===== config.mk =====
export PLATFORM = sky130hd
export DESIGN_NAME = supply_event_and_charger_ctrl
export DESIGN_NICKNAME = d
export VERILOG_FILES = /design/src/verilog/supply_charger_pkg.sv /design/src/verilog/charge_phase_fsm.sv /design/src/verilog/presence_edge_flags.sv /design/src/verilog/supply_event_and_charger_ctrl.sv
export SDC_FILE = /design/constraint.sdc
export NUM_CORES = 1
export LEC_CHECK = 0
export ABC_AREA = 1
export BUFFER_PORTS_ARGS = -buffer_cell sky130_fd_sc_hd__buf_2
export CORE_MARGIN = 2
export CORE_UTILIZATION = 40
export DETAILED_ROUTE_END_ITERATION = 12
export PLACE_DENSITY = 0.65
export SETUP_SLACK_MARGIN = 0.5
export SYNTH_ARGS = -nofsm -noshare
export SYNTH_HDL_FRONTEND = slang
export SYNTH_SLANG_ARGS = --single-unit

===== constraint.sdc =====
create_clock -name mclk_i -period 3 [get_ports mclk_i]
set_clock_uncertainty 0.15 [all_clocks]
set_input_delay 0.15 -clock mclk_i [delete_from_list [all_inputs] [get_ports mclk_i]]
set_output_delay 0.15 -clock mclk_i [all_outputs]
set_load 0.03 [all_outputs]

===== src/verilog/supply_charger_pkg.sv =====
// supply event and charger control: register map, field positions, reset values, states
// assumes a 16-bit register port with 8-bit addresses
package supply_charger_pkg;
  localparam int REG_AW = 8;
  localparam int REG_DW = 16;
  localparam logic [7:0] ADDR_POWER_MGMT_FIVE = 8'h0C;
  localparam logic [7:0] ADDR_SUPPLY_CHANGE_STATUS = 8'h1F;
  localparam logic [7:0] ADDR_SUPPLY_CHANGE_MASK = 8'h27;
  localparam logic [7:0] ADDR_CHARGER_CONTROL_ONE = 8'hA8;
  localparam logic [7:0] ADDR_CHARGER_CONTROL_TWO = 8'hA9;
  // presence-change flags and their masks
  localparam int NUM_SUPPLIES = 3;
  localparam int BIT_EVT_LO = 13;
  localparam int BIT_EVT_HI = 15;
  localparam logic [2:0] MASK_RESET = 3'h0;
  // charger fields
  localparam int BIT_ENA_PM5 = 9;
  localparam int BIT_ENA_CC1 = 15;
  localparam int BIT_ACTIVE = 15;
  localparam int BIT_HOLD = 14;
  localparam int BIT_TRICKLE_SEL = 6;
  localparam int BIT_VSEL_LO = 4;
  localparam int BIT_VSEL_HI = 5;
  localparam int BIT_TEMP_SENSE = 0;
  localparam int BIT_FAST_REQ = 1;
  localparam int BIT_ISEL_LO = 4;
  localparam int BIT_ISEL_HI = 7;
  localparam int BIT_PHASE_LO = 0;
  localparam int BIT_PHASE_HI = 1;
  localparam logic ENA_RESET = 1'h1;
  localparam logic HOLD_RESET = 1'h0;
  localparam logic TEMP_SENSE_RESET = 1'h1;
  localparam logic TRICKLE_SEL_RESET = 1'h0;
  localparam logic [1:0] VSEL_RESET = 2'h0;
  localparam logic [3:0] ISEL_RESET = 4'h0;
  // voltages in mV, currents in mA
  localparam int MV_W = 13;
  localparam logic [12:0] HEADROOM_MV = 13'd100;
  localparam logic [12:0] VSEL_BASE_MV = 13'd4050;
  localparam logic [12:0] VSEL_STEP_MV = 13'd50;
  localparam logic [12:0] FAST_MIN_BATT_MV = 13'd3100;
  localparam int MA_W = 10;
  localparam logic [9:0] TRICKLE_LO_MA = 10'd50;
  localparam logic [9:0] TRICKLE_HI_MA = 10'd100;
  localparam logic [9:0] FAST_BASE_MA = 10'd50;
  localparam logic [9:0] FAST_STEP_MA = 10'd50;
  localparam logic [9:0] FAST_MAX_MA = 10'd750;
  localparam logic [9:0] USB_LOW_MA = 10'd100;
  localparam logic [9:0] USB_HIGH_MA = 10'd500;
  localparam logic [9:0] CV_STEP_MA = 10'd1;
  // gray-coded charger phases
  typedef enum logic [1:0] {
    CHG_IDLE = 2'b00,
    CHG_TRICKLE = 2'b01,
    CHG_FAST_CC = 2'b11,
    CHG_FAST_CV = 2'b10
  } charge_phase_t;
endpackage : supply_charger_pkg


===== src/verilog/charge_phase_fsm.sv =====
// charge_phase_fsm: trickle and fast cc/cv sequencing with current setpoint
// assumes battery voltage and charge current measured in mV and mA each cycle
`timescale 1ns/1ps
module charge_phase_fsm (
  // clock and reset
  input wire logic mclk_i,
  input wire logic sys_rst_i,
  input wire logic clk_en_i,
  // permission and requests
  input wire logic allow_i,
  input wire logic fast_ok_i,
  input wire logic fast_req_i,
  // measurements and targets
  input wire logic [12:0] batt_mv_i,
  input wire logic [12:0] target_mv_i,
  input wire logic [9:0] charge_ma_i,
  input wire logic [9:0] eoc_ma_i,
  input wire logic [9:0] trickle_ma_i,
  input wire logic [9:0] fast_ma_i,
  // state
  output supply_charger_pkg::charge_phase_t phase_o,
  output logic [9:0] setpoint_ma_o
);
  supply_charger_pkg::charge_phase_t nxt_phase;
  logic [9:0] nxt_setpoint;
  logic [12:0] start_mv;
  logic need_charge;

  assign start_mv = target_mv_i - supply_charger_pkg::HEADROOM_MV;
  assign need_charge = batt_mv_i < start_mv;

  always_comb begin
    nxt_phase = phase_o;
    nxt_setpoint = setpoint_ma_o;
    case (phase_o)
      supply_charger_pkg::CHG_IDLE: begin
        nxt_setpoint = '0;
        if (allow_i && need_charge) begin
          nxt_phase = supply_charger_pkg::CHG_TRICKLE;
          nxt_setpoint = trickle_ma_i;
        end
      end
      supply_charger_pkg::CHG_TRICKLE: begin
        nxt_setpoint = trickle_ma_i;
        if (fast_req_i && fast_ok_i) begin
          nxt_phase = supply_charger_pkg::CHG_FAST_CC;
          nxt_setpoint = fast_ma_i;
        end else if (charge_ma_i <= eoc_ma_i && !need_charge) begin
          nxt_phase = supply_charger_pkg::CHG_IDLE;
          nxt_setpoint = '0;
        end
      end
      supply_charger_pkg::CHG_FAST_CC: begin
        nxt_setpoint = fast_ma_i;
        if (batt_mv_i >= target_mv_i) begin
          nxt_phase = supply_charger_pkg::CHG_FAST_CV;
        end
      end
      supply_charger_pkg::CHG_FAST_CV: begin
        // regulate at target by walking the current down
        if (batt_mv_i >= target_mv_i && setpoint_ma_o > eoc_ma_i) begin
          nxt_setpoint = setpoint_ma_o - supply_charger_pkg::CV_STEP_MA;
        end
        if (charge_ma_i <= eoc_ma_i) begin
          nxt_phase = supply_charger_pkg::CHG_IDLE;
          nxt_setpoint = '0;
        end
      end
      default: begin
        nxt_phase = supply_charger_pkg::CHG_IDLE;
        nxt_setpoint = '0;
      end
    endcase
    // lost permission stops at once; the phase decision restarts from idle
    if (!allow_i) begin
      nxt_phase = supply_charger_pkg::CHG_IDLE;
      nxt_setpoint = '0;
    end
  end

  always_ff @(posedge mclk_i) begin
    if (sys_rst_i) begin
      phase_o <= supply_charger_pkg::CHG_IDLE;
      setpoint_ma_o <= '0;
    end else if (clk_en_i) begin
      phase_o <= nxt_phase;
      setpoint_ma_o <= nxt_setpoint;
    end
  end
endmodule : charge_phase_fsm


===== src/verilog/presence_edge_flags.sv =====
// presence_edge_flags: per-supply change detector with sticky clear-on-read flags
// assumes presence levels synchronous to mclk_i
`timescale 1ns/1ps
module presence_edge_flags #(
  parameter int N = 3
) (
  // clock and reset
  input wire logic mclk_i,
  input wire logic sys_rst_i,
  input wire logic clk_en_i,
  // presence levels
  input wire logic [N-1:0] present_i,
  // clear strobe from a status read
  input wire logic clear_i,
  // sticky flags
  output logic [N-1:0] flags_o
);
  logic [N-1:0] prev_ff;
  logic primed_ff;

  if (N < 1) begin : g_bad_n
    $error("presence_edge_flags needs at least one supply");
  end

  always_ff @(posedge mclk_i) begin
    if (sys_rst_i) begin
      primed_ff <= 1'b0;
    end else if (clk_en_i) begin
      primed_ff <= 1'b1;
    end
  end

  // no reset capture of the levels: the first cycle after release only primes
  always_ff @(posedge mclk_i) begin
    if (clk_en_i) begin
      prev_ff <= present_i;
    end
  end

  genvar g;
  generate
    for (g = 0; g < N; g++) begin : g_flag
      always_ff @(posedge mclk_i) begin
        if (sys_rst_i) begin
          flags_o[g] <= 1'b0;
        end else if (clk_en_i) begin
          // an edge in the read cycle survives the clear
          if (primed_ff && (present_i[g] != prev_ff[g])) begin
            flags_o[g] <= 1'b1;
          end else if (clear_i) begin
            flags_o[g] <= 1'b0;
          end
        end
      end
    end
  endgenerate
endmodule : presence_edge_flags


===== src/verilog/supply_event_and_charger_ctrl.sv =====
// supply_event_and_charger_ctrl: supply-presence events and charger supervision
// assumes a synchronous register port (one-cycle strobes) and measurement inputs in mV/mA
`timescale 1ns/1ps
// Contract
// - three supply events under one summary interrupt
// - event on either edge of presence
// - flags at bits 15:13, cleared by read
// - mask bits 15:13, one masks, reset zero
// - charger enabled by default, also on off entry
// - charge only with good supply, 100mV headroom
// - enable bit 9 resets 1; 0 zeroes current
// - enable mirrored at bit 15, one storage
// - enabled charger runs itself autonomously
// - read-only active bit 15 shows real charging
// - hold bit 14 pauses, keeps settings
// - target field 5:4 picks 4.05 to 4.2V
// - trickle default 50mA, 100mA selectable
// - fast 50 to 750mA, only when allowed
// - trickle starts low, ends at end-of-charge
// - fast cc to target then cv
// - fast ends at end-of-charge current in cv
// - thermistor sensing enabled out of reset
// - missing thermistor is fault, blocks charging
// - usb charging within 100 or 500mA limit
// - trickle starts 100mV below target
module supply_event_and_charger_ctrl #(
  parameter int NUM_SUPPLIES = supply_charger_pkg::NUM_SUPPLIES
) (
  // clock, reset, enable
  input wire logic mclk_i,
  input wire logic sys_rst_i,
  input wire logic clk_en_i,
  // register port
  input wire logic reg_wr_i,
  input wire logic reg_rd_i,
  input wire logic [7:0] reg_addr_i,
  input wire logic [15:0] reg_wdata_i,
  output logic [15:0] reg_rdata_o,
  // supply presence: usb, wall, battery
  input wire logic usb_present_flag_i,
  input wire logic wall_present_flag_i,
  input wire logic battery_present_flag_i,
  // power state and supply condition
  input wire logic off_state_entry_i,
  input wire logic supply_normal_i,
  input wire logic source_is_usb_i,
  input wire logic usb_high_power_i,
  input wire logic pack_thermistor_present_i,
  input wire logic pack_temp_fault_i,
  // measurements
  input wire logic [12:0] supply_mv_i,
  input wire logic [12:0] batt_mv_i,
  input wire logic [9:0] charge_ma_i,
  input wire logic [9:0] eoc_ma_i,
  input wire logic [9:0] system_usb_ma_i,
  // outputs
  output logic supply_change_summary_irq_o,
  output logic [9:0] charge_current_ma_o,
  output logic charging_in_progress_o
);
  localparam int LO = supply_charger_pkg::BIT_EVT_LO;
  localparam int HI = supply_charger_pkg::BIT_EVT_HI;

  if (NUM_SUPPLIES != HI - LO + 1) begin : g_bad_count
    $error("supply count must match flag field");
  end

  logic [NUM_SUPPLIES-1:0] flags;
  logic [NUM_SUPPLIES-1:0] mask_ff;
  logic charger_enable_request_ff;
  logic charger_hold_ff;
  logic [1:0] charge_target_voltage_sel_ff;
  logic trickle_sel_ff;
  logic temp_sense_ff;
  logic fast_req_ff;
  logic [3:0] fast_isel_ff;
  logic status_read;
  logic allow;
  logic fast_ok;
  logic temp_ok;
  logic [12:0] target_mv;
  logic [9:0] trickle_ma;
  logic [9:0] fast_ma;
  logic [9:0] fast_raw;
  logic [9:0] usb_limit;
  logic [9:0] usb_room;
  logic [9:0] setpoint;
  logic [9:0] nxt_current;
  logic [15:0] nxt_rdata;
  supply_charger_pkg::charge_phase_t phase;

  assign status_read = reg_rd_i && (reg_addr_i == supply_charger_pkg::ADDR_SUPPLY_CHANGE_STATUS);

  // three flags grouped under one summary
  presence_edge_flags #(
    .N(NUM_SUPPLIES)
  ) u_flags (
    .mclk_i(mclk_i),
    .sys_rst_i(sys_rst_i),
    .clk_en_i(clk_en_i),
    .present_i({usb_present_flag_i, wall_present_flag_i, battery_present_flag_i}),
    .clear_i(status_read),
    .flags_o(flags)
  );

  // mask register
  always_ff @(posedge mclk_i) begin
    if (sys_rst_i) begin
      mask_ff <= supply_charger_pkg::MASK_RESET;
    end else if (clk_en_i && reg_wr_i
                 && reg_addr_i == supply_charger_pkg::ADDR_SUPPLY_CHANGE_MASK) begin
      mask_ff <= reg_wdata_i[HI:LO];
    end
  end

  always_ff @(posedge mclk_i) begin
    if (sys_rst_i) begin
      supply_change_summary_irq_o <= 1'b0;
    end else if (clk_en_i) begin
      supply_change_summary_irq_o <= |(flags & ~mask_ff);
    end
  end

  // single enable bit reached at two addresses
  always_ff @(posedge mclk_i) begin
    if (sys_rst_i) begin
      charger_enable_request_ff <= supply_charger_pkg::ENA_RESET;
    end else if (clk_en_i) begin
      if (off_state_entry_i) begin
        charger_enable_request_ff <= supply_charger_pkg::ENA_RESET;
      end else if (reg_wr_i && reg_addr_i == supply_charger_pkg::ADDR_POWER_MGMT_FIVE) begin
        charger_enable_request_ff <= reg_wdata_i[supply_charger_pkg::BIT_ENA_PM5];
      end else if (reg_wr_i
                   && reg_addr_i == supply_charger_pkg::ADDR_CHARGER_CONTROL_ONE) begin
        charger_enable_request_ff <= reg_wdata_i[supply_charger_pkg::BIT_ENA_CC1];
      end
    end
  end

  // charger control two: hold, trickle select, target voltage
  always_ff @(posedge mclk_i) begin
    if (sys_rst_i) begin
      charger_hold_ff <= supply_charger_pkg::HOLD_RESET;
      trickle_sel_ff <= supply_charger_pkg::TRICKLE_SEL_RESET;
      charge_target_voltage_sel_ff <= supply_charger_pkg::VSEL_RESET;
    end else if (clk_en_i && reg_wr_i
                 && reg_addr_i == supply_charger_pkg::ADDR_CHARGER_CONTROL_TWO) begin
      charger_hold_ff <= reg_wdata_i[supply_charger_pkg::BIT_HOLD];
      trickle_sel_ff <= reg_wdata_i[supply_charger_pkg::BIT_TRICKLE_SEL];
      charge_target_voltage_sel_ff <=
        reg_wdata_i[supply_charger_pkg::BIT_VSEL_HI:supply_charger_pkg::BIT_VSEL_LO];
    end
  end

  // charger control one low bits: thermistor sense, fast request, fast current code
  always_ff @(posedge mclk_i) begin
    if (sys_rst_i) begin
      temp_sense_ff <= supply_charger_pkg::TEMP_SENSE_RESET;
      fast_req_ff <= 1'b0;
      fast_isel_ff <= supply_charger_pkg::ISEL_RESET;
    end else if (clk_en_i && reg_wr_i
                 && reg_addr_i == supply_charger_pkg::ADDR_CHARGER_CONTROL_ONE) begin
      temp_sense_ff <= reg_wdata_i[supply_charger_pkg::BIT_TEMP_SENSE];
      fast_req_ff <= reg_wdata_i[supply_charger_pkg::BIT_FAST_REQ];
      fast_isel_ff <=
        reg_wdata_i[supply_charger_pkg::BIT_ISEL_HI:supply_charger_pkg::BIT_ISEL_LO];
    end
  end

  // target: base plus 50mV per code step
  assign target_mv = supply_charger_pkg::VSEL_BASE_MV
                     + supply_charger_pkg::VSEL_STEP_MV
                     * {11'h000, charge_target_voltage_sel_ff};
  assign trickle_ma = trickle_sel_ff ? supply_charger_pkg::TRICKLE_HI_MA
                                     : supply_charger_pkg::TRICKLE_LO_MA;
  assign fast_raw = supply_charger_pkg::FAST_BASE_MA
                    + supply_charger_pkg::FAST_STEP_MA * {6'h00, fast_isel_ff};
  assign fast_ma = (fast_raw > supply_charger_pkg::FAST_MAX_MA)
                   ? supply_charger_pkg::FAST_MAX_MA : fast_raw;

  // a missing thermistor counts as a temperature failure while sensing is on
  assign temp_ok = !temp_sense_ff || (pack_thermistor_present_i && !pack_temp_fault_i);

  assign allow = charger_enable_request_ff && !charger_hold_ff && temp_ok
                 && supply_normal_i
                 && (supply_mv_i > batt_mv_i + supply_charger_pkg::HEADROOM_MV);
  assign fast_ok = (!source_is_usb_i || usb_high_power_i)
                   && (batt_mv_i > supply_charger_pkg::FAST_MIN_BATT_MV);

  charge_phase_fsm u_phase (
    .mclk_i(mclk_i),
    .sys_rst_i(sys_rst_i),
    .clk_en_i(clk_en_i),
    .allow_i(allow),
    .fast_ok_i(fast_ok),
    .fast_req_i(fast_req_ff),
    .batt_mv_i(batt_mv_i),
    .target_mv_i(target_mv),
    .charge_ma_i(charge_ma_i),
    .eoc_ma_i(eoc_ma_i),
    .trickle_ma_i(trickle_ma),
    .fast_ma_i(fast_ma),
    .phase_o(phase),
    .setpoint_ma_o(setpoint)
  );

  // usb budget left after the system load
  assign usb_limit = usb_high_power_i ? supply_charger_pkg::USB_HIGH_MA
                                      : supply_charger_pkg::USB_LOW_MA;
  assign usb_room = (system_usb_ma_i >= usb_limit) ? '0 : usb_limit - system_usb_ma_i;

  always_comb begin
    nxt_current = setpoint;
    if (source_is_usb_i && nxt_current > usb_room) begin
      // trickle cannot be throttled finely, so it steps down or stops
      if (phase == supply_charger_pkg::CHG_TRICKLE) begin
        nxt_current = (usb_room >= supply_charger_pkg::TRICKLE_LO_MA)
                      ? supply_charger_pkg::TRICKLE_LO_MA : '0;
      end else begin
        nxt_current = usb_room;
      end
    end
    if (!allow) begin
      nxt_current = '0;
    end
  end

  always_ff @(posedge mclk_i) begin
    if (sys_rst_i) begin
      charge_current_ma_o <= '0;
      charging_in_progress_o <= 1'b0;
    end else if (clk_en_i) begin
      charge_current_ma_o <= nxt_current;
      charging_in_progress_o <= (phase != supply_charger_pkg::CHG_IDLE) && allow;
    end
  end

  // read data
  always_comb begin
    nxt_rdata = '0;
    case (reg_addr_i)
      supply_charger_pkg::ADDR_POWER_MGMT_FIVE: begin
        nxt_rdata[supply_charger_pkg::BIT_ENA_PM5] = charger_enable_request_ff;
      end
      supply_charger_pkg::ADDR_SUPPLY_CHANGE_STATUS: begin
        nxt_rdata[HI:LO] = flags;
      end
      supply_charger_pkg::ADDR_SUPPLY_CHANGE_MASK: begin
        nxt_rdata[HI:LO] = mask_ff;
      end
      supply_charger_pkg::ADDR_CHARGER_CONTROL_ONE: begin
        nxt_rdata[supply_charger_pkg::BIT_ENA_CC1] = charger_enable_request_ff;
        nxt_rdata[supply_charger_pkg::BIT_ISEL_HI:supply_charger_pkg::BIT_ISEL_LO] =
          fast_isel_ff;
        nxt_rdata[supply_charger_pkg::BIT_FAST_REQ] = fast_req_ff;
        nxt_rdata[supply_charger_pkg::BIT_TEMP_SENSE] = temp_sense_ff;
      end
      supply_charger_pkg::ADDR_CHARGER_CONTROL_TWO: begin
        nxt_rdata[supply_charger_pkg::BIT_ACTIVE] = charging_in_progress_o;
        nxt_rdata[supply_charger_pkg::BIT_HOLD] = charger_hold_ff;
        nxt_rdata[supply_charger_pkg::BIT_TRICKLE_SEL] = trickle_sel_ff;
        nxt_rdata[supply_charger_pkg::BIT_VSEL_HI:supply_charger_pkg::BIT_VSEL_LO] =
          charge_target_voltage_sel_ff;
        nxt_rdata[supply_charger_pkg::BIT_PHASE_HI:supply_charger_pkg::BIT_PHASE_LO] = phase;
      end
      default: begin
        nxt_rdata = '0;
      end
    endcase
  end

  always_ff @(posedge mclk_i) begin
    if (sys_rst_i) begin
      reg_rdata_o <= '0;
    end else if (clk_en_i && reg_rd_i) begin
      reg_rdata_o <= nxt_rdata;
    end
  end
endmodule : supply_event_and_charger_ctrl

After elaboration in Yosys (flattened, before gate mapping)
Index checks and enable logic that the tools add are counted.

cells by class
  add/sub/neg operators = 6
  multipliers = 2
  divide/modulo/power cells = 0
  magnitude comparators = 10
  equal/unequal tests = 16
  shift operators = 0
  multiplexer cells = 36
  bitwise gates (word level) = 2
  reductions and logical operators = 43

operators by type and width
  operator                 number
  $mux W10                 9
  $pmux W10 S4             1
  $logic_and A1 B1 Y1      23
  $mux W7                  3
  $gt A10 B10 Y1           2
  $eq A8 B8 Y1 const B     2
  $add A12 B8 Y13 const A  1
  $add A13 B7 Y13 const B  1
  $ge A13 B13 Y1           1
  $gt A13 B12 Y1 const B   1
  $gt A13 B13 Y1           1
  $lt A13 B13 Y1           1
  $sub A13 B7 Y13 const B  1
  $mux W2                  6
  $add A6 B10 Y10 const A  1
  $ge A10 B6 Y1 const B    1
  $ge A10 B9 Y1            1
  $gt A10 B10 Y1 const B   1
  $le A10 B10 Y1           1
  $reduce_and A2 Y1        5
  $sub A10 B1 Y10 const B  1
  $sub A9 B10 Y10          1
  $mul A5 B4 Y9 const A    1
  $mux W1                  9
  other kinds (26)         40

word-level totals
  flip-flop bits (word level) = 55
  bits in latches = 0
  RAM bits = 0
  memory bits (read-only) = 0
  bits of input ports = 94
  output and inout bits = 28
  word-level logic and storage cells = 134
  memories = 0

Longest topological paths before layout
  depth in word-level cells = 10
  depth in mapped cells = 22
  gate-level depth less buffers = 22

Hierarchy
Synthesis repeated with hierarchy kept, for this count alone.

second synthesis, totals
  cell total of the unflattened synthesis = 929
  area total of the unflattened synthesis = 6114.6 um^2

by module, submodules not included
  module                         times used  cells an instance  area an instance (um^2)  seq. area each (um^2)
  supply_event_and_charger_ctrl  1           511                3378.2                   720.7
  charge_phase_fsm               1           385                2461.1                   240.2
  presence_edge_flags            1           33                 275.3                    170.2

Worst setup path after synthesis
Ideal clock, no wire load.

  path kind = reg-to-reg
  start point = reg fast_isel_ff[0]
  end point = reg u_phase.setpoint_ma_o[2]
  library setup time = 0.133 ns
  arrival time = 2.569 ns
  required time = 2.717 ns
  setup slack = 0.147 ns
  stages on the path, launching flop included = 19
  buffers on the path = 0
  period minus slack after synthesis = 2.853 ns
  cell sequence = dfxtp_1 -> inv_1 -> ha_1 -> inv_1 -> ha_1 -> inv_1 -> fa_1 -> inv_1 -> nand2_1 -> nor2_1 -> nand2_1 -> nand3_1 -> nand2_1 -> nand2_2 -> nand2_1 -> o21ai_0 -> nand2_1 -> nand2_1 -> a21oi_2

on the way
  longest elaborated chain between the ends = 7

RTL lines
  what                      RTL line                              RTL
  start: declaration        supply_event_and_charger_ctrl.sv:76   logic [3:0] fast_isel_ff;
  start signal: assignment  supply_event_and_charger_ctrl.sv:160  fast_isel_ff <= supply_charger_pkg::ISEL_RESET;
  start signal: assignment  supply_event_and_charger_ctrl.sv:165  fast_isel_ff <=
  $mul A5 B4 Y9 *           supply_event_and_charger_ctrl.sv:177  + supply_charger_pkg::FAST_STEP_MA * {6'h00, fast_isel_ff};
  $add A6 B10 Y10 *         supply_event_and_charger_ctrl.sv:177
  $gt A10 B10 Y1            supply_event_and_charger_ctrl.sv:178  assign fast_ma = (fast_raw > supply_charger_pkg::FAST_MAX_MA)
  $mux W10 *                supply_event_and_charger_ctrl.sv:179  ? supply_charger_pkg::FAST_MAX_MA : fast_raw;
  $mux W10                  charge_phase_fsm.sv:45                if (fast_req_i && fast_ok_i) begin
  $pmux W10 S4 *            charge_phase_fsm.sv:35                case (phase_o)
  $mux W10 *                charge_phase_fsm.sv:75                if (!allow_i) begin
  end signal: assignment    charge_phase_fsm.sv:87                setpoint_ma_o <= nxt_setpoint;
  end: declaration          charge_phase_fsm.sv:22                output logic [9:0] setpoint_ma_o

Mark *: on every way between the ends. The rest lies on a longest branch, timed or not.
A chain may end at the register's enable or synchronous reset.

Worst setup path in the final report
  start point = reg fast_isel_ff[0]
  end point = reg u_phase.setpoint_ma_o[1]

The elaborated chain is that of the path after synthesis.

==> flow_summary_export.csv <==
group,metric,value,unit
synthesis,synth_flop_cell,"dfxtp_1",
pwr,leakagePower,3.76,nW
sta,period_share,93.0,%
clocking,cts_tree,"done",
layout,fin_cells,1210,
route,routedWlPerCell,13.1,um
layout,syn2layout_area_growth,35.2,%
layout,post-route-cell-area,7530,sq um
critical_path,cp_common_cell,"nand2_2",
grt,grt_max_degree,28,
route,wl_met1,6910,um
synthesis,synthCells,867,
critical_path,crit_path_start_kind,"flop",
placement,dp.cells,1155,
grt,grt_pass1_wl,24600,um
grt,track_usage,20.0,%
critical_path,r2r_end,"u_phase.setpoint_ma_o[1]",
route,viasPerCell,4.97,
synthesis,yosys-top-cells-area,"ha_1 (20%), dfxtp_1 (19%), nand2_1 (14%)",
layout,drive_gt1_share,29.8,%
clocking,clock-sinks,55,
route,first_pass_iters,5,
placement,dpl_cell_area,6480,sq um
critical_path,cp-end-kind,"flop",
run_status,status,"completed",
route,wl_met2,7860,um
layout,n_antenna_cell,0,
clocking,cts_root_buf,"clkbuf_16",
route,dr.max_layer_used,"met4",
pwr,finalPower,2.05,mW
critical_path,cp_data_required_time,3.08,ns
pwr,ir_drop,0.193,mV
layout,final_nets,1211,
floorplan,core,13700,sq um
route,vias,6014,
sta,whs,0.00314,ns
clocking,clk_latency,0.29,ns
grt,antenna_found_initial,0,
critical_path,critical-path-max-stage-delay,0.48,ns
pwr,cellPowerDensity,273,nW/um^2
sta,worst_pin_slew,0.783,ns
floorplan,die_y,122,um
critical_path,cp_cell_sequence,"inv_4, ha_4, inv_2, ha_4, inv_2, fa_2, inv_4, nand3_2, nand2_2, nand2_2, nor2_1, nand2_1, nand2_2, nand2_4, nand2_2, a21oi_2, nand3_2, nand2_2, a21oi_2",
grt,grt-ovfl-total,0,
synthesis,ys_seq_area_share,20.3,%
critical_path,cp_slowest_cell,"fa_2",
flow_run,drv_cap,0,
critical_path,reg2reg_depth,19,
floorplan,placementRows,43,
sta,maxSlewHeadroom,47.8,%
route,drcViolationCount,0,
floorplan,num_io_pins,122,
hold_path,hp-class,"primary input to flop",
placement,io_buffers,109,
critical_path,r2r_start,"fast_isel_ff[0]",
synthesis,postSynthAreaPerCell,6.42,sq um
placement,place_hpwl,12100,um
hold_path,hold_end,"mask_ff[0]",
floorplan,die_w,122,um
sta,finalMaxSlewViolations,0,
synthesis,synth_edf_count,3,
hold_path,hold_depth,3,
floorplan,die-area,14900,sq um
critical_path,path_class,"flop to flop",
critical_path,path_max_fanout,5,
sta,min_period,2.79,ns
clocking,htreeDepth,2,
synthesis,yosys.area.top_type,"ha_1",
clocking,clock_path_buffers,2,
sta,clock.fmax,358,MHz
synthesis,synth_cell_types,41,
floorplan,initial_core_util,40.6,%
sta,rsz0062_at_grt,"yes",
synthesis,async_flop_share,0,%
placement,gp_congestion,0.893,
sta,hold_violations,0,
synthesis,synth_commonest_cells,"nand2_1 (204), inv_1 (126), ha_1 (87), nor2_1 (85), a21oi_1 (67)",
route,ant_nets,0,
synthesis,ys_ff_latch,55,
grt,grt_pass1_vias,5469,
synthesis,synth_top_cell_area_share,19.6,%
route,drt_first_iter_violations,362,
layout,nFillCells,1359,
critical_path,arrival,2.87,ns
hold_path,hold_start,"reg_wdata_i[13]",
synthesis,synth_most_common_cell,"nand2_1",
route,routed_wl,15800,um
route,wl_met3,721,um
synthesis,yosysWarnings,0,
clocking,numCtsBuffers,5,
synthesis,syn_area,5570,sq um
sta,setup_viol,0,
sta,fin_tns_setup,0,ns
critical_path,r2r_slack,0.21,ns
clocking,clk_pin_slew,0.08,ns
## cells by family (layout without fill, tap and decap cells)
| family | count (synthesis) | in the layout | synth area share, % |
|---|---|---|---|
| AOI/OAI and AO/OA | 165 | 165 | 16.4 |
| xor gates and xnor gates | 21 | 21 | 3.30 |
| adders and majority gates | 88 | 88 | 19.9 |
| buffers and inverters | 147 | 304 | 10.4 |
| DFF | 55 | 55 | 20.3 |
| other | 2 | 7 | 0.135 |
| and+or+nand+nor | 389 | 390 | 29.6 |
## flip-flops by register name, indices dropped and copies added (netlist names)
name,cells
charge_current_ma_o,10
reg_rdata_o,10
u_phase.setpoint_ma_o,10
fast_isel_ff,4
mask_ff,3
u_flags.flags_o,3
u_flags.prev_ff,3
charge_target_voltage_sel_ff,2
u_phase.phase_o,2
charger_enable_request_ff,1
charger_hold_ff,1
charging_in_progress_o,1
fast_req_ff,1
supply_change_summary_irq_o,1
temp_sense_ff,1
trickle_sel_ff,1
u_flags.primed_ff,1
## metal layers
layer / vias to the layer above / GRT usage [%]
met5: - / 0
met3: 25 / 1.59
met1: 2662 / 25.4
met4: 0 / 3.81
met2: 161 / 37.0
li1: 3166 / -
## where the power goes
| group | total [mW] | switching, mW | leakage, nW | internal [mW] |
|---|---|---|---|---|
| clock network | 0.605 | 0.286 | 0.0723 | 0.319 |
| logic | 0.669 | 0.395 | 3.23 | 0.273 |
| registers | 0.779 | 0.0219 | 0.457 | 0.757 |
| total | 2.05 | 0.703 | 3.76 | 1.35 |
## cell usage in the layout (no fill, tap or decap), types with 4 or more instances in the layout
master	instances
nor3_1	8
xor2_1	16
nand3_1	37
a31oi_1	6
inv_1	113
buf_6	6
o22ai_1	7
nand4_1	12
nor2_2	10
nand2_2	29
o22ai_2	6
buf_2	107
ha_4	14
o21bai_1	4
nand2_4	5
xnor2_1	4
dlygate4sd3_1	6
nand2_1	175
dfxtp_1	46
a21oi_1	54
a21oi_2	17
nand3_2	14
nand3b_1	6
inv_4	8
buf_4	42
clkbuf_16	5
conb_1	7
inv_2	7
nor2_4	5
nor2_1	74
o21ai_1	8
ha_1	71
o21ai_0	48
## critical path, delay by kind of cell (launching register included)
kind | cells | cell delay (ns)
compound gates | 2 | 0.19
fa+ha+maj | 3 | 0.89
buf+inv | 4 | 0.23
flops | 1 | 0.37
simple gates | 10 | 0.88
## stage by stage
step                setup slack (ns)  util, %
floorplan                      0.440        -
global placement              0.0353     47.2
detailed placement            0.0185     47.2
CTS                            0.322     52.0
global route                   0.115     54.9
finish                         0.209     54.9
## cell type report
type	count	area (sq um)	share of cell area, %
clock buffers	5	125	1.66
repair buffers	163	1020	13.5
repair inverters	2	13.8	0.183
flip-flops and latches	55	1150	15.2
multi-input cells	671	4450	59.1
inverters	131	527	7.00
well taps	180	225	2.99
clock inverters	3	27.5	0.366
## worst max path at each step
stage | from | to | slack, ns | cells past startpoint
5_1_grt | fast_isel_ff[0] | u_phase.setpoint_ma_o[4] | 0.12 | 20
3_5_place_dp | usb_high_power_i | charge_current_ma_o[7] | 0.02 | 20
6_report | fast_isel_ff[0] | u_phase.setpoint_ma_o[1] | 0.21 | 19
2_1_floorplan | system_usb_ma_i[4] | charge_current_ma_o[8] | 0.44 | 20
3_3_place_gp | usb_high_power_i | charge_current_ma_o[7] | 0.04 | 20
4_1_cts | fast_isel_ff[0] | u_phase.setpoint_ma_o[2] | 0.32 | 18
## what timing repair did
action	4_1_cts	5_1_grt
pin swaps	35	45
gates cloned	3	0
setup endpoints to repair	21	22
endpoints found under the hold margin	6	0
hold buffers	6	0
gates resized for setup	60	71
setup buffers	23	15
Note: power is estimated with default switching activity, not from simulation.
